==> config.mk <==
export PLATFORM = sky130hd
export DESIGN_NAME = usd_datapath
export DESIGN_NICKNAME = d
export VERILOG_FILES = /design/src/usd_pkg.sv /design/src/usd_line_sync.sv /design/src/usd_datapath.sv
export SDC_FILE = /design/constraint.sdc
export NUM_CORES = 1
export LEC_CHECK = 0
export BUFFER_PORTS_ARGS = -buffer_cell sky130_fd_sc_hd__buf_2
export CAP_MARGIN = 20
export CORE_MARGIN = 3
export CORE_UTILIZATION = 35
export CTS_CLUSTER_DIAMETER = 150
export DETAILED_ROUTE_END_ITERATION = 8
export HOLD_SLACK_MARGIN = 0.05
export SYNTH_ARGS = -nofsm -noshare
export SYNTH_HDL_FRONTEND = slang
export SYNTH_SLANG_ARGS = --single-unit
export TNS_END_PERCENT = 1
==> constraint.sdc <==
create_clock -name clk -period 4.5 [get_ports clk]
set_input_delay 0.45 -clock clk [delete_from_list [all_inputs] [get_ports clk]]
set_output_delay 0.45 -clock clk [all_outputs]
set_load 0.02 [all_outputs]
==> src/usd_pkg.sv <==
// constants, state types and helpers for the serial data path
package usd_pkg;

    localparam int         OVERSAMPLE = 16;
    localparam logic [3:0] OS_MID     = 4'h7;
    localparam logic [3:0] OS_LAST    = 4'hF;
    localparam int         SYNC_DEPTH = 2;

    localparam logic [2:0] CSZ_5 = 3'h0;
    localparam logic [2:0] CSZ_6 = 3'h1;
    localparam logic [2:0] CSZ_7 = 3'h2;
    localparam logic [2:0] CSZ_8 = 3'h3;
    localparam logic [2:0] CSZ_9 = 3'h7;

    localparam logic [3:0] NB_5 = 4'h5;
    localparam logic [3:0] NB_6 = 4'h6;
    localparam logic [3:0] NB_7 = 4'h7;
    localparam logic [3:0] NB_8 = 4'h8;
    localparam logic [3:0] NB_9 = 4'h9;

    localparam logic [8:0] DATA_RST = 9'h000;

    typedef enum logic [2:0] {
        TX_IDLE  = 3'h0,
        TX_START = 3'h1,
        TX_DATA  = 3'h2,
        TX_PAR   = 3'h3,
        TX_STOP  = 3'h4,
        TX_FIN   = 3'h5
    } usd_tx_state_t;

    typedef enum logic [2:0] {
        RX_IDLE  = 3'h0,
        RX_START = 3'h1,
        RX_DATA  = 3'h2,
        RX_PAR   = 3'h3,
        RX_STOP  = 3'h4
    } usd_rx_state_t;

    // reserved size codes fall back to eight bits
    function automatic logic [3:0] usd_nbits(input logic [2:0] csz);
        case (csz)
            CSZ_5:   return NB_5;
            CSZ_6:   return NB_6;
            CSZ_7:   return NB_7;
            CSZ_9:   return NB_9;
            default: return NB_8;
        endcase
    endfunction : usd_nbits

    function automatic logic [8:0] usd_mask(input logic [3:0] nb);
        logic [9:0] m;
        m = (10'h001 << nb) - 10'h001;
        return m[8:0];
    endfunction : usd_mask

endpackage : usd_pkg

==> src/usd_line_sync.sv <==
// pin synchronisers and bit-rate enables for the serial data path
`timescale 1ns/1ps
module usd_line_sync (
    input  wire logic clk,
    input  wire logic resetn,
    input  wire logic sync_mode,
    input  wire logic xck_polarity,
    input  wire logic baud_os_tick,
    input  wire logic xck_pin_in,
    input  wire logic rxd_pin_in,
    output logic      rxd_sync,
    output logic      tx_bit_en,
    output logic      rx_sync_sample
);
    logic [1:0] pin_in;
    logic [1:0] s1_ff;
    logic [1:0] s2_ff;
    logic       xck_prev_ff;
    logic       nxt_xck_prev;
    logic [3:0] os_cnt_ff;
    logic [3:0] nxt_os_cnt;
    logic       rise;
    logic       fall;

    assign pin_in = {xck_pin_in, rxd_pin_in};

    // two flops per pin; only stage two is looked at
    genvar g;
    generate
        for (g = 0; g < 2; g++) begin : g_sync
            always_ff @(posedge clk or negedge resetn) begin
                if (!resetn) begin
                    s1_ff[g] <= 1'b1;
                    s2_ff[g] <= 1'b1;
                end else begin
                    s1_ff[g] <= pin_in[g];
                    s2_ff[g] <= s1_ff[g];
                end
            end
        end
    endgenerate

    always_comb begin
        nxt_xck_prev = s2_ff[1];
        nxt_os_cnt   = os_cnt_ff;
        if (baud_os_tick) begin
            nxt_os_cnt = os_cnt_ff + 4'h1;
        end
    end

    always_ff @(posedge clk or negedge resetn) begin
        if (!resetn) begin
            xck_prev_ff <= 1'b1;
            os_cnt_ff   <= 4'h0;
        end else begin
            xck_prev_ff <= nxt_xck_prev;
            os_cnt_ff   <= nxt_os_cnt;
        end
    end

    // synchronisation adds two cycles before an edge is seen, so xck must stay below clk/4
    assign rise     = s2_ff[1] & ~xck_prev_ff;
    assign fall     = ~s2_ff[1] & xck_prev_ff;
    assign rxd_sync = s2_ff[0];
    // sync mode: change on one xck edge, sample on the other
    assign tx_bit_en = sync_mode ? (xck_polarity ? fall : rise)
                                 : (baud_os_tick && os_cnt_ff == usd_pkg::OS_LAST);
    assign rx_sync_sample = sync_mode & (xck_polarity ? rise : fall);

endmodule : usd_line_sync

==> src/usd_datapath.sv <==
// transmit and receive data path of the serial port
//
// Summary of operation
// tx enable takes over the transmit pin
// sync mode shifts tx on xck
// write loads buffer, moved when shifter free
// unused upper bits ignored for 5-8
// software sets ninth bit before low byte
// empty flag mirrors transmit buffer state
// data write clears empty flag
// empty interrupt held while flag set
// handler writes data or masks interrupt
// complete flag set when frame and buffer done
// complete flag cleared by service or one
// complete interrupt requested when flag sets
// parity inserted before first stop bit
// disable waits for shifter and buffer empty
// rx enable takes over receive pin
// sync mode samples rx on xck
// frame begins only on valid start
// frame ends at first stop bit
// first stop moves data to buffer
// unused upper received bits read zero
// software writes zero to empty flag
// software configures format before sending
// start low, lsb first, parity, stop high
// parity is xor of data, inverted odd
// rx complete flag shows unread data
// idle enabled transmitter drives line high
`timescale 1ns/1ps
module usd_datapath (
    input  wire logic       clk,
    input  wire logic       resetn,
    input  wire logic       baud_os_tick,
    input  wire logic       sync_mode,
    input  wire logic       xck_polarity,
    input  wire logic       transmitter_enable_bit,
    input  wire logic       receiver_enable_bit,
    input  wire logic [2:0] character_size_field,
    input  wire logic       parity_enable_bit,
    input  wire logic       parity_odd_select,
    input  wire logic       stop_bits_select,
    input  wire logic       buffer_empty_irq_enable,
    input  wire logic       tx_complete_irq_enable,
    input  wire logic       tx_ninth_bit,
    input  wire logic       data_wr,
    input  wire logic [7:0] data_wdata,
    input  wire logic       data_rd,
    input  wire logic       tx_complete_clear_wr,
    input  wire logic       tx_complete_irq_ack,
    input  wire logic       xck_pin_in,
    input  wire logic       rxd_pin_in,
    output logic            txd_out,
    output logic            txd_oe,
    output logic            rxd_override,
    output logic            tx_buffer_empty_flag,
    output logic            tx_complete_flag,
    output logic            rx_complete_flag,
    output logic            buffer_empty_irq,
    output logic            tx_complete_irq,
    output logic [7:0]      rx_data,
    output logic            rx_ninth_bit
);
    logic                  rxd_s;
    logic                  tx_bit_en;
    logic                  rx_sync_sample;
    logic [3:0]            nbits;
    logic [8:0]            dmask;

    usd_pkg::usd_tx_state_t tx_state_ff, nxt_tx_state;
    logic [8:0]            tbuf_ff, nxt_tbuf;
    logic                  tfull_ff, nxt_tfull;
    logic [8:0]            tsh_ff, nxt_tsh;
    logic                  tpar_ff, nxt_tpar;
    logic [3:0]            tidx_ff, nxt_tidx;
    logic                  tstop2_ff, nxt_tstop2;
    logic                  txd_ff, nxt_txd;
    logic                  txoe_ff, nxt_txoe;
    logic                  empty_ff, nxt_empty;
    logic                  txc_ff, nxt_txc;
    logic                  eirq_ff, nxt_eirq;
    logic                  cirq_ff, nxt_cirq;
    logic                  tx_done;

    usd_pkg::usd_rx_state_t rx_state_ff, nxt_rx_state;
    logic [8:0]            rsh_ff, nxt_rsh;
    logic [3:0]            ridx_ff, nxt_ridx;
    logic [3:0]            ros_ff, nxt_ros;
    logic [8:0]            rbuf_ff, nxt_rbuf;
    logic                  rxc_ff, nxt_rxc;
    logic                  rxov_ff, nxt_rxov;
    logic                  rsample;

    usd_line_sync u_sync (
        .clk            (clk),
        .resetn         (resetn),
        .sync_mode      (sync_mode),
        .xck_polarity   (xck_polarity),
        .baud_os_tick   (baud_os_tick),
        .xck_pin_in     (xck_pin_in),
        .rxd_pin_in     (rxd_pin_in),
        .rxd_sync       (rxd_s),
        .tx_bit_en      (tx_bit_en),
        .rx_sync_sample (rx_sync_sample)
    );

    assign nbits = usd_pkg::usd_nbits(character_size_field);
    assign dmask = usd_pkg::usd_mask(nbits);

    // ---------------- transmitter ----------------
    always_comb begin
        nxt_tx_state = tx_state_ff;
        nxt_tbuf     = tbuf_ff;
        nxt_tfull    = tfull_ff;
        nxt_tsh      = tsh_ff;
        nxt_tpar     = tpar_ff;
        nxt_tidx     = tidx_ff;
        nxt_tstop2   = tstop2_ff;
        nxt_txd      = txd_ff;
        tx_done      = 1'b0;
        unique case (tx_state_ff)
            usd_pkg::TX_IDLE: begin
                nxt_txd = 1'b1;
                if (tfull_ff) begin
                    nxt_tx_state = usd_pkg::TX_START;
                end
            end
            usd_pkg::TX_START: begin
                if (tx_bit_en) begin
                    nxt_txd      = 1'b0;
                    nxt_tx_state = usd_pkg::TX_DATA;
                end
            end
            usd_pkg::TX_DATA: begin
                if (tx_bit_en) begin
                    nxt_txd  = tsh_ff[0];
                    nxt_tsh  = {1'b0, tsh_ff[8:1]};
                    nxt_tidx = tidx_ff + 4'h1;
                    if (tidx_ff + 4'h1 == nbits) begin
                        nxt_tx_state = parity_enable_bit ? usd_pkg::TX_PAR
                                                         : usd_pkg::TX_STOP;
                    end
                end
            end
            usd_pkg::TX_PAR: begin
                if (tx_bit_en) begin
                    nxt_txd      = tpar_ff;
                    nxt_tx_state = usd_pkg::TX_STOP;
                end
            end
            usd_pkg::TX_STOP: begin
                if (tx_bit_en) begin
                    nxt_txd      = 1'b1;
                    nxt_tstop2   = 1'b0;
                    nxt_tx_state = tstop2_ff ? usd_pkg::TX_STOP : usd_pkg::TX_FIN;
                end
            end
            usd_pkg::TX_FIN: begin
                if (tx_bit_en) begin
                    if (tfull_ff) begin
                        nxt_txd      = 1'b0;
                        nxt_tx_state = usd_pkg::TX_DATA;
                    end else begin
                        nxt_txd      = 1'b1;
                        nxt_tx_state = usd_pkg::TX_IDLE;
                        tx_done      = 1'b1;
                    end
                end
            end
            default: nxt_tx_state = usd_pkg::TX_IDLE;
        endcase
        // shifter load from buffer, idle or straight after the last stop bit
        if (tfull_ff && (tx_state_ff == usd_pkg::TX_IDLE ||
                         (tx_state_ff == usd_pkg::TX_FIN && tx_bit_en))) begin
            nxt_tsh    = tbuf_ff & dmask;
            nxt_tpar   = (^(tbuf_ff & dmask)) ^ parity_odd_select;
            nxt_tidx   = 4'h0;
            nxt_tstop2 = stop_bits_select;
            nxt_tfull  = 1'b0;
        end
        // a write in the same cycle as the move refills the buffer
        if (data_wr) begin
            nxt_tbuf  = {tx_ninth_bit, data_wdata};
            nxt_tfull = 1'b1;
        end
    end

    always_comb begin
        nxt_empty = ~nxt_tfull;
        // pin is held until both shifter and buffer have drained
        nxt_txoe  = transmitter_enable_bit | nxt_tfull |
                    (nxt_tx_state != usd_pkg::TX_IDLE);
        nxt_txc   = txc_ff;
        if (tx_complete_clear_wr || tx_complete_irq_ack) begin
            nxt_txc = 1'b0;
        end
        if (tx_done) begin
            nxt_txc = 1'b1;
        end
        nxt_eirq = buffer_empty_irq_enable & nxt_empty;
        nxt_cirq = tx_complete_irq_enable & nxt_txc;
    end

    always_ff @(posedge clk or negedge resetn) begin
        if (!resetn) begin
            tx_state_ff <= usd_pkg::TX_IDLE;
            tbuf_ff     <= usd_pkg::DATA_RST;
            tfull_ff    <= 1'b0;
            tsh_ff      <= usd_pkg::DATA_RST;
            tpar_ff     <= 1'b0;
            tidx_ff     <= 4'h0;
            tstop2_ff   <= 1'b0;
            txd_ff      <= 1'b1;
            txoe_ff     <= 1'b0;
            empty_ff    <= 1'b1;
            txc_ff      <= 1'b0;
            eirq_ff     <= 1'b0;
            cirq_ff     <= 1'b0;
        end else begin
            tx_state_ff <= nxt_tx_state;
            tbuf_ff     <= nxt_tbuf;
            tfull_ff    <= nxt_tfull;
            tsh_ff      <= nxt_tsh;
            tpar_ff     <= nxt_tpar;
            tidx_ff     <= nxt_tidx;
            tstop2_ff   <= nxt_tstop2;
            txd_ff      <= nxt_txd;
            txoe_ff     <= nxt_txoe;
            empty_ff    <= nxt_empty;
            txc_ff      <= nxt_txc;
            eirq_ff     <= nxt_eirq;
            cirq_ff     <= nxt_cirq;
        end
    end

    // ---------------- receiver ----------------
    // async mode samples mid-bit on the oversample count
    assign rsample = sync_mode ? rx_sync_sample
                               : (baud_os_tick && ros_ff == usd_pkg::OS_LAST);

    always_comb begin
        nxt_rx_state = rx_state_ff;
        nxt_rsh      = rsh_ff;
        nxt_ridx     = ridx_ff;
        nxt_ros      = ros_ff;
        nxt_rbuf     = rbuf_ff;
        nxt_rxc      = rxc_ff;
        nxt_rxov     = receiver_enable_bit;
        if (data_rd) begin
            nxt_rxc = 1'b0;
        end
        if (baud_os_tick) begin
            nxt_ros = ros_ff + 4'h1;
        end
        unique case (rx_state_ff)
            usd_pkg::RX_IDLE: begin
                nxt_rsh  = usd_pkg::DATA_RST;
                nxt_ridx = 4'h0;
                nxt_ros  = 4'h0;
                if (!rxd_s) begin
                    if (!sync_mode) begin
                        nxt_rx_state = usd_pkg::RX_START;
                    end else if (rx_sync_sample) begin
                        nxt_rx_state = usd_pkg::RX_DATA;
                    end
                end
            end
            usd_pkg::RX_START: begin
                // a low that is gone at mid start bit is a glitch
                if (baud_os_tick && ros_ff == usd_pkg::OS_MID) begin
                    nxt_ros      = 4'h0;
                    nxt_rx_state = rxd_s ? usd_pkg::RX_IDLE
                                         : usd_pkg::RX_DATA;
                end
            end
            usd_pkg::RX_DATA: begin
                if (rsample) begin
                    nxt_rsh[ridx_ff] = rxd_s;
                    nxt_ridx         = ridx_ff + 4'h1;
                    if (ridx_ff + 4'h1 == nbits) begin
                        nxt_rx_state = parity_enable_bit ? usd_pkg::RX_PAR
                                                         : usd_pkg::RX_STOP;
                    end
                end
            end
            usd_pkg::RX_PAR: begin
                if (rsample) begin
                    nxt_rx_state = usd_pkg::RX_STOP;
                end
            end
            usd_pkg::RX_STOP: begin
                // second stop bit is not waited for
                if (rsample) begin
                    nxt_rbuf     = rsh_ff & dmask;
                    nxt_rxc      = 1'b1;
                    nxt_rx_state = usd_pkg::RX_IDLE;
                end
            end
            default: nxt_rx_state = usd_pkg::RX_IDLE;
        endcase
        // disabling is immediate and flushes the buffer
        if (!receiver_enable_bit) begin
            nxt_rx_state = usd_pkg::RX_IDLE;
            nxt_rxc      = 1'b0;
        end
    end

    always_ff @(posedge clk or negedge resetn) begin
        if (!resetn) begin
            rx_state_ff <= usd_pkg::RX_IDLE;
            rsh_ff      <= usd_pkg::DATA_RST;
            ridx_ff     <= 4'h0;
            ros_ff      <= 4'h0;
            rbuf_ff     <= usd_pkg::DATA_RST;
            rxc_ff      <= 1'b0;
            rxov_ff     <= 1'b0;
        end else begin
            rx_state_ff <= nxt_rx_state;
            rsh_ff      <= nxt_rsh;
            ridx_ff     <= nxt_ridx;
            ros_ff      <= nxt_ros;
            rbuf_ff     <= nxt_rbuf;
            rxc_ff      <= nxt_rxc;
            rxov_ff     <= nxt_rxov;
        end
    end

    assign txd_out              = txd_ff;
    assign txd_oe               = txoe_ff;
    assign rxd_override         = rxov_ff;
    assign tx_buffer_empty_flag = empty_ff;
    assign tx_complete_flag     = txc_ff;
    assign rx_complete_flag     = rxc_ff;
    assign buffer_empty_irq     = eirq_ff;
    assign tx_complete_irq      = cirq_ff;
    assign rx_data              = rbuf_ff[7:0];
    assign rx_ninth_bit         = rbuf_ff[8];
endmodule : usd_datapath

* Word-level counts from Yosys, hierarchy flattened
Cells that the tools add are included.
Storage, ports and cells: logic and storage cells 163, register bits after elaboration 74, output and inout port bits 17, bits of input ports 30
Cells by class: bitwise gates (word level) 13, reduce and logical (&&, ||, !) cells 24, equal/unequal tests 30, mux-type cells 62, $lt $le $gt $ge 2, shift-type cells 1, add/subtract/negate cells 5
Operator list (number):
- $mux 3 | 17
- $mux 9 | 4
- $mux 1 | 24
- $mux 4 | 6
- $and 9x9->9 | 2
- $ne 3x3->1 const B | 6
- $pmux 3 s6 | 1
- $pmux 9 s2 | 1
- $add 4x1->4 const B | 4
- $pmux 4 s2 | 2
- $pmux 4 s4 | 1
- $eq 3x2->1 const B | 5
- $pmux 3 s5 | 1
- $eq 3x3->1 const B | 4
- $ne 2x2->1 const B | 6
- $bwmux 9 | 1
- $eq 3x1->1 const B | 3
- $logic_not 3->1 | 3
- $reduce_xor 9->1 | 1
- $shl 1x4->9 const A | 1
- $sub 9x1->9 const B | 1
- $eq 4x4->1 | 2
- $eq 4x4->1 const B | 2
- $reduce_and 2->1 | 4
- other kinds (18) | 35

* Depth between registers and ports, before layout
Gate-level depths: netlist (run 1).
depth in word-level cells 11, gate-level depth with buffers 9, depth with buffers taken out 8

* By module
A second synthesis (run 1) with hierarchy kept.
Second synthesis, totals: cells, all modules 389, area total of the unflattened synthesis 3858.7 µm²
By module, submodules not included:
- usd_datapath | cells each 365, area each 3509.6 µm², sequential area each 1629.1 µm², times used 1
- usd_line_sync | cells each 24, area each 349.1 µm², sequential area each 231.5 µm², times used 1

* Worst setup path after synthesis (run 1)
Ideal clock, no wire load.
kind register -> register, start point register u_sync.s2_ff[1], in the netlist u_sync.nxt_xck_prev, end point register tsh_ff[1], path slack 2.213 ns, path buffers 0, period minus slack after synthesis 2.287 ns, required time 4.375 ns, library setup time 0.125 ns, stages on the path, launching flop included 7, arrival 2.163 ns, cells stage by stage dfstp_2 > and3b_1 > o21ai_1 > a21oi_2 > o21ai_1 > mux2_2 > mux2_2
On the way: longest elaborated chain between the ends 9, elaborated cells between the ends (all ways) 12, those cells by class mux: 3; bitwise: 3; reduce/logical: 6
Ends and longest elaborated chain:
- start, declared | RTL line usd_line_sync.sv:17 | logic [1:0] s2_ff;
- start signal, assigned by index | RTL line usd_line_sync.sv:37 | s2_ff[g] <= s1_ff[g];
- $not 1->1 | RTL line usd_line_sync.sv:63 | assign fall = ~s2_ff[1] & xck_prev_ff;
- $and 1x1->1 | RTL line usd_line_sync.sv:63
- $mux 1 (*) (2 in a row) | RTL line usd_line_sync.sv:66 | assign tx_bit_en = sync_mode ? (xck_polarity ? fall : rise)
- $logic_and 1x1->1 | RTL line usd_datapath.sv:174 | (tx_state_ff == usd_pkg::TX_FIN && tx_bit_en))) begin
- $logic_or 1x1->1 | RTL line usd_datapath.sv:173 | if (tfull_ff && (tx_state_ff == usd_pkg::TX_IDLE ||
- $logic_and 1x1->1 | RTL line usd_datapath.sv:173
- $reduce_bool 2->1 (no source line)
- $reduce_and 2->1 (no source line)
- end signal, assigned | RTL line usd_datapath.sv:209 | tsh_ff <= usd_pkg::DATA_RST;
- end signal, assigned | RTL line usd_datapath.sv:223 | tsh_ff <= nxt_tsh;
- end, declared | RTL line usd_datapath.sv:73 | logic [8:0] tsh_ff, nxt_tsh;
Every way passes the cells marked *; elsewhere a longest branch is shown, timed or not. A chain may end at the register's enable or synchronous reset.

* Worst setup path after layout (run 1)
start point register u_sync.s2_ff[1], in the netlist u_sync.nxt_xck_prev, end point register tsh_ff[7]
Same word-level chain as after synthesis.

==> results of run 1 <==
[worst max-delay path, stage by stage, from the launching register on]
cell,delay (ns)
dfstp_2,0.56
and3b_1,0.19
o21ai_1,0.30
a21oi_2,0.17
o21ai_1,0.65
mux2_2,0.40
mux2_2,0.26
[cells in the final DEF (no fill, tap or decap), types with 4 or more instances in the layout]
cell type / instances
a21oi_1: 18
a31oi_1: 6
and2_1: 4
and3b_1: 4
buf_2: 45
clkbuf_8: 9
dfrtp_1: 67
dfstp_2: 7
ha_1: 8
inv_1: 16
mux2_2: 25
mux2i_1: 6
nand2_1: 38
nand2b_1: 6
nand3_1: 11
nand4_1: 9
nor2_1: 27
nor2b_1: 4
nor3_1: 5
o211ai_1: 5
o21ai_0: 31
o21ai_1: 9
o22ai_1: 4
xnor2_1: 9
xor2_1: 7
[per-stage QoR]
| stage | cells | power (mW) | hold slack [ns] | setup slack, ns |
|---|---|---|---|---|
| CTS | 577 | 1.98 | 0.159 | 1.85 |
| floorplan | 396 | 1.32 | 0.154 | 2.21 |
| global placement | 561 | 1.44 | 0.347 | 1.93 |
| finish | 577 | 1.96 | 0.183 | 1.86 |
| detailed placement | 561 | 1.46 | 0.348 | 1.83 |
| global route | 577 | 2.10 | 0.158 | 1.70 |
[power groups by stage]
stage          registers, mW  logic [mW]  clock network, mW
3_5_place_dp           0.899       0.565                  0
2_1_floorplan          0.854       0.465                  0
4_1_cts                0.888       0.567              0.525
3_3_place_gp           0.897       0.546                  0
5_1_grt                0.907       0.640              0.555
6_report               0.891       0.563              0.503
[registers in the layout (all words and copies together) (netlist names), 2 cells and up]
name,count
rbuf_ff,9
rsh_ff,9
tbuf_ff,9
tsh_ff,9
ridx_ff,4
ros_ff,4
tidx_ff,4
u_sync.os_cnt_ff,4
rx_state_ff,3
tx_state_ff,3
u_sync.s1_ff,2
[path summary, 6_finish.rpt]
check                                    startpoint             endpoint  slack [ns]  cells after the start
worst max-delay path            u_sync.nxt_xck_prev            tsh_ff[7]        1.86                      6
worst min-delay path                     rxd_pin_in      u_sync.s1_ff[0]        0.18                      1
worst max register to register  u_sync.nxt_xck_prev            tsh_ff[7]        1.86                      6
worst min register to register      u_sync.s1_ff[1]  u_sync.nxt_xck_prev        0.36                      0
max in group asynchronous                    resetn            rsh_ff[8]        3.67                      1
min in group asynchronous                    resetn           tbuf_ff[1]        0.23                      1
[area by class of cell]
type,instances,share of cell area (%)
Multi-Input combinational cell,289,43.4
Sequential cell,74,41.9
Timing Repair Buffer,46,5.25
Tap cell,136,3.84
Clock buffer,11,2.96
Inverter,16,1.35
Clock inverter,5,1.24
[synthesized netlist by cell type, types with 3 or more instances]
library cell | instances | share of area [%]
buf_2 | 3 | 0.38
a21oi_1 | 18 | 2.3
nand4_1 | 9 | 1.4
and3b_1 | 4 | 0.90
a31oi_1 | 6 | 0.96
o21ai_0 | 31 | 4.0
dfrtp_1 | 67 | 43
xor2_1 | 7 | 1.6
nand3_1 | 11 | 1.4
o22ai_1 | 4 | 0.64
mux2i_1 | 6 | 1.5
o31ai_1 | 3 | 0.58
nand2_1 | 38 | 3.6
nor3_1 | 5 | 0.64
nor2b_1 | 4 | 0.64
nand2b_1 | 6 | 0.96
o21a_1 | 3 | 0.58
clkbuf_1 | 13 | 1.2
mux2_2 | 25 | 7.2
a2bb2oi_1 | 3 | 0.67
or2_2 | 3 | 0.48
o211ai_1 | 5 | 0.96
inv_1 | 16 | 1.5
o21ai_1 | 9 | 1.2
dfstp_2 | 7 | 4.7
ha_1 | 8 | 2.6
nor2_1 | 27 | 2.6
and2_1 | 4 | 0.64
xnor2_1 | 9 | 2.0
or4_1 | 3 | 0.58
[metal layers]
metal  share of wire [%]  routed length [um]  up-vias
met2                  44                3840       73
met5                   0                   0        -
met4                 1.5                 129        0
met3                 5.2                 456        8
li1                    -                   -     1498
met1                  50                4350     1481
[logic make-up after synthesis]
logic type / synth area share (%)
AND/OR/NAND/NOR: 15.8
AO/OA/AOI/OAI: 17.8
flip-flops: 47.6
buffers and inverters: 3.26
multiplexers: 8.73
XOR/XNOR: 4.19
adder cells (fa/ha/maj): 2.56
other: 0.0959
==> flow_summary.json, run 1 <==
{
  "drive_gt1_share_pct": 22.2,
  "powerDensity_nw_per_um2": 441,
  "status": "completed",
  "p_switching_uw": 667,
  "final_util_pct": 41.9,
  "cts_root_buf": "clkbuf_8",
  "place.detailed.hpwl_um": 6400,
  "grt_busiest_layer": "met2",
  "fin_setup_tns_ns": 0,
  "vdd_drop_max_uv": 293,
  "combPwrFrac_pct": 28.8,
  "finalWirelength_um": 8780,
  "cp_data_arrival_time_ns": 2.89,
  "max_freq_ghz": 0.379,
  "numCtsBuffers": 9,
  "fillCellCount": 1046,
  "antenna_left": 0,
  "drt_first_pass_iters": 4,
  "finalCritPeriodShare_pct": 58.7,
  "grt_max_degree": 75,
  "seq_area_um2": 1860,
  "post_cts_buffers": 0,
  "endpoint_kind": "register",
  "p_int_mw": 1.29,
  "syn_avg_cell_area_um2": 9.90,
  "post-route-min-period_ns": 2.64,
  "htreeDepth": 3,
  "hold_viol": 0,
  "hp-class": "in2reg",
  "yosysWarnings": 0,
  "seq_power_share_pct": 45.5,
  "cts_tree": "yes",
  "synthArstFlopShare_pct": 100,
  "syn_area_um2": 3910,
  "synth-seq-area-share_pct": 47.6,
  "worst-slew-pin-transition_ns": 0.940,
  "multi_input_area_um2": 1930,
  "grt_use_met1_pct": 21.1,
  "die_height_um": 112,
  "core_um2": 10600,
  "hold_buffers": 0,
  "synthCells": 395,
  "setup_viol": 0,
  "grtUsageMet2_pct": 22.8,
  "antenna_found_initial": 0,
  "rsz0062_at_grt": "no",
  "critPathKind": "reg2reg",
  "diodes": 0,
  "fp.dieArea_um2": 12500,
  "slew_viol_final": 0,
  "gp_congestion": 0.822,
  "die_w_um": 112,
  "final_nets": 474,
  "area_delta_synth_final_pct": 13.4,
  "final_area_um2": 4440,
  "relSlewSlack_pct": 37.3,
  "cts_resized": 0,
  "maxCapViolCount": 0,
  "io_buffer_count": 46,
  "met3_usage_pct": 4.24,
  "placementRows": 37,
  "overflow": 0,
  "routed-via-count": 3060,
  "wl_per_cell_um": 15.2,
  "ioPinCount": 47,
  "clock_sinks": 74,
  "viasPerCell": 5.30,
  "power.leakage_nw": 1.98,
  "clkLatencyLatePin_ns": 0.36,
  "skew_ns": 0.00639,
  "grt_pass1_wl_um": 15300,
  "swShare_pct": 34.1,
  "start_util_pct": 36.9,
  "synth_edf_count": 0,
  "ys_types": 59,
  "clk_pin_slew_ns": 0.08,
  "grt_pass1_vias": 3144,
  "critical_path_required_ns": 4.75,
  "max-clock-path-buffers": 2,
  "place_area_um2": 4250,
  "crit_path_start_kind": "register",
  "drt_drc_violations_left": 0,
  "drt-initial-drc-count": 198,
  "track_usage_pct": 15.2,
  "synth_seq_cells": 74,
  "power.share.clock_pct": 25.7,
  "synth_flop_cell": "dfrtp_1",
  "path_max_fanout": 10
}
Power figures use the tool's default switching activity.
==> run 2, diff against run 1 <==
--- a/config.mk
+++ b/config.mk
@@ -5,6 +5,7 @@
 export SDC_FILE = /design/constraint.sdc
 export NUM_CORES = 1
 export LEC_CHECK = 0
+export ABC_AREA = 1
 export BUFFER_PORTS_ARGS = -buffer_cell sky130_fd_sc_hd__buf_2
 export CAP_MARGIN = 20
 export CORE_MARGIN = 3
==> constraint.sdc (replaced) <==
create_clock -name clk -period 2.75 [get_ports clk]
set_input_delay 0.275 -clock clk [delete_from_list [all_inputs] [get_ports clk]]
set_output_delay 0.275 -clock clk [all_outputs]
set_load 0.02 [all_outputs]
==> flow_summary.json, run 2 <==
{
  "syn_avg_cell_area_um2": 7.79,
  "combPwrFrac_pct": 34.0,
  "hold_viol": 0,
  "finalWirelength_um": 8430,
  "syn_area_um2": 3970,
  "endpoint_kind": "register",
  "crit_path_start_kind": "register",
  "synth_compound_area_share_pct": 9.48,
  "fp.dieArea_um2": 12700,
  "cts_tree": "yes",
  "power.share.clock_pct": 28.3,
  "synth-xor-area-share_pct": 3.31,
  "maxCapViolCount": 0,
  "rsz0062_at_grt": "no",
  "synth_common_cells": "192 x nand2_1, 67 x dfrtp_1, 56 x inv_1",
  "path_delay_family": "simple AND/OR/NAND/NOR gates",
  "crit_path_max_incr_delay_ns": 0.39,
  "yosysTopAreaCellShare_pct": 42.2,
  "critical_path_required_ns": 2.96,
  "ys_types": 34,
  "synth_top_family_by_area": "simple AND/OR/NAND/NOR gates",
  "place_area_um2": 4300,
  "crit_chain": "ha_1 > and3_1 > nand3_1 > nand2_2 > nand2_2 > nand2_1 > o21ai_0 > nand2_1 > o21ai_0",
  "power.leakage_nw": 2.40,
  "hp-class": "in2async",
  "path_max_fanout": 13,
  "synth-seq-area-share_pct": 46.8,
  "viasPerCell": 4.77,
  "io_buffer_count": 46,
  "placementRows": 38,
  "max_freq_ghz": 0.539,
  "place_inst": 686,
  "die_height_um": 113,
  "clkLatencyLatePin_ns": 0.33,
  "synthCells": 510,
  "fillCellCount": 1109,
  "track_usage_pct": 14.0,
  "finalCritPeriodShare_pct": 67.5,
  "p_int_mw": 2.47,
  "clock_sinks": 74,
  "drive_gt1_share_pct": 15.5,
  "cp_data_arrival_time_ns": 2.07,
  "synth_flop_cell": "dfrtp_1",
  "vdd_drop_max_uv": 330,
  "antenna_found_initial": 0,
  "synth.area.top_cells": "dfrtp_1 42%, nand2_1 18%, inv_1 5.3%",
  "synth_edf_count": 0,
  "post_synth_and_or_nand_nor_area_fraction_pct": 30.1,
  "final_cell_mix": "192 x nand2_1, 67 x dfrtp_1, 56 x inv_1",
  "yosysWarnings": 0,
  "final_area_um2": 4600,
  "synth_seq_cells": 74,
  "slew_viol_final": 0,
  "seq_power_share_pct": 37.7,
  "skew_ns": 0.00757,
  "critPathBufInv": 0,
  "core_um2": 11000,
  "post_cts_buffers": 0,
  "diodes": 0,
  "status": "completed",
  "p_switching_mw": 1.54,
  "layout_commonest_cell": "nand2_1",
  "critPathKind": "reg2reg",
  "drt_drc_violations_left": 0,
  "max-clock-path-buffers": 2,
  "synth_fa_ha_area_share_pct": 2.52,
  "fin_setup_tns_ns": 0,
  "layout.cells.non_filler": 703,
  "area_delta_synth_final_pct": 15.9,
  "swShare_pct": 38.4,
  "ioPinCount": 47,
  "place.detailed.hpwl_um": 6260,
  "numCtsBuffers": 9,
  "powerDensity_nw_per_um2": 872,
  "grt_pass1_vias": 3191,
  "yosysTopAreaCell": "dfrtp_1",
  "setup_viol": 0,
  "antenna_left": 0,
  "grt_pass1_wl_um": 14500,
  "grt_max_degree": 75,
  "muxShareOfSynthArea_pct": 0,
  "final_nets": 597,
  "synth_most_common_cell": "nand2_1",
  "hold_slack_ns": 0.0433,
  "overflow": 0,
  "gp_congestion": 0.902,
  "worst-slew-pin-transition_ns": 0.962,
  "drt_first_pass_iters": 4,
  "die_w_um": 113,
  "cts_root_buf": "clkbuf_16",
  "cpMaxStageDelayCell": "dfrtp_1",
  "synthArstFlopShare_pct": 100,
  "start_util_pct": 36.2,
  "drt-initial-drc-count": 136,
  "routed-via-count": 3351,
  "wl_per_cell_um": 12.0,
  "relSlewSlack_pct": 35.9,
  "post-route-min-period_ns": 1.86,
  "clk_pin_slew_ns": 0.06,
  "htreeDepth": 3
}
## run 2: changes by cell type after synthesis, sizes merged, moves of 7 or more
| cell | delta |
|---|---|
| clkbuf | -12 |
| nand2 | +164 |
| nand3 | +18 |
| inv | +42 |
| mux2 | -25 |
| a21oi | -7 |
## run 2: power by group through the flow
| stage | logic (mW) | clock network, mW | registers, mW |
|---|---|---|---|
| after floorplan | 1.17 | 0 | 1.50 |
| after detailed placement | 1.37 | 0 | 1.53 |
| after CTS | 1.38 | 1.17 | 1.51 |
| after global routing | 1.60 | 1.22 | 1.55 |
| after global placement | 1.34 | 0 | 1.52 |
| final | 1.37 | 1.14 | 1.51 |
## run 2: logic make-up (layout without fill, tap and decap cells)
kind of cell | after synthesis | in the layout
and+or+nand+nor | 278 | 278
buffers and inverters | 69 | 121
adders and majority gates | 8 | 8
AOI/OAI and AO/OA | 65 | 65
DFF | 74 | 74
xor gates and xnor gates | 15 | 15
other | 1 | 2
## run 2: layout make-up
class	instances	area, um2	share of cell area (%)
Sequential cell	74	1860	40.4
Tap cell	140	175	3.81
Inverter	58	218	4.73
Multi-Input combinational cell	368	1810	39.4
Timing Repair Buffer	48	253	5.49
Clock buffer	9	225	4.89
Clock inverter	6	58.8	1.28
## run 2: timing repair
item / 4_1_cts / 5_1_grt
hold endpoints to repair: 2 / 0
gates resized for setup: 0 / 0
hold buffers: 2 / 0
## run 2: routing by layer
layer | wire (um) | global-route usage, % | up-vias
met2 | 3980 | 22.6 | 68
met4 | 143 | 5.05 | 0
met1 | 3940 | 18.2 | 1554
met3 | 374 | 3.72 | 10
met5 | 0 | 0 | -
li1 | - | - | 1719
## run 2: final timing paths
check / startpoint / endpoint / slack (ns) / cells past startpoint
worst max-delay path: ros_ff[0] / rsh_ff[8] / 0.89 / 9
worst min-delay path: resetn / rbuf_ff[3] / 0.04 / 1
worst max register to register: ros_ff[0] / rsh_ff[8] / 0.89 / 9
worst min register to register: u_sync.s1_ff[0] / u_sync.rxd_sync / 0.36 / 0
max in group asynchronous: resetn / tfull_ff / 2.03 / 1
min in group clk: data_wdata[2] / tbuf_ff[2] / 0.14 / 3
## run 2: through the flow
stage | util [%] | total power [mW] | setup slack [ns]
after global routing | 41.9 | 4.36 | 0.650
after CTS | 41.9 | 4.06 | 0.890
after global placement | 39.1 | 2.86 | 0.938
final | 41.9 | 4.02 | 0.894
after detailed placement | 39.1 | 2.90 | 0.898
after floorplan | - | 2.67 | 1.16
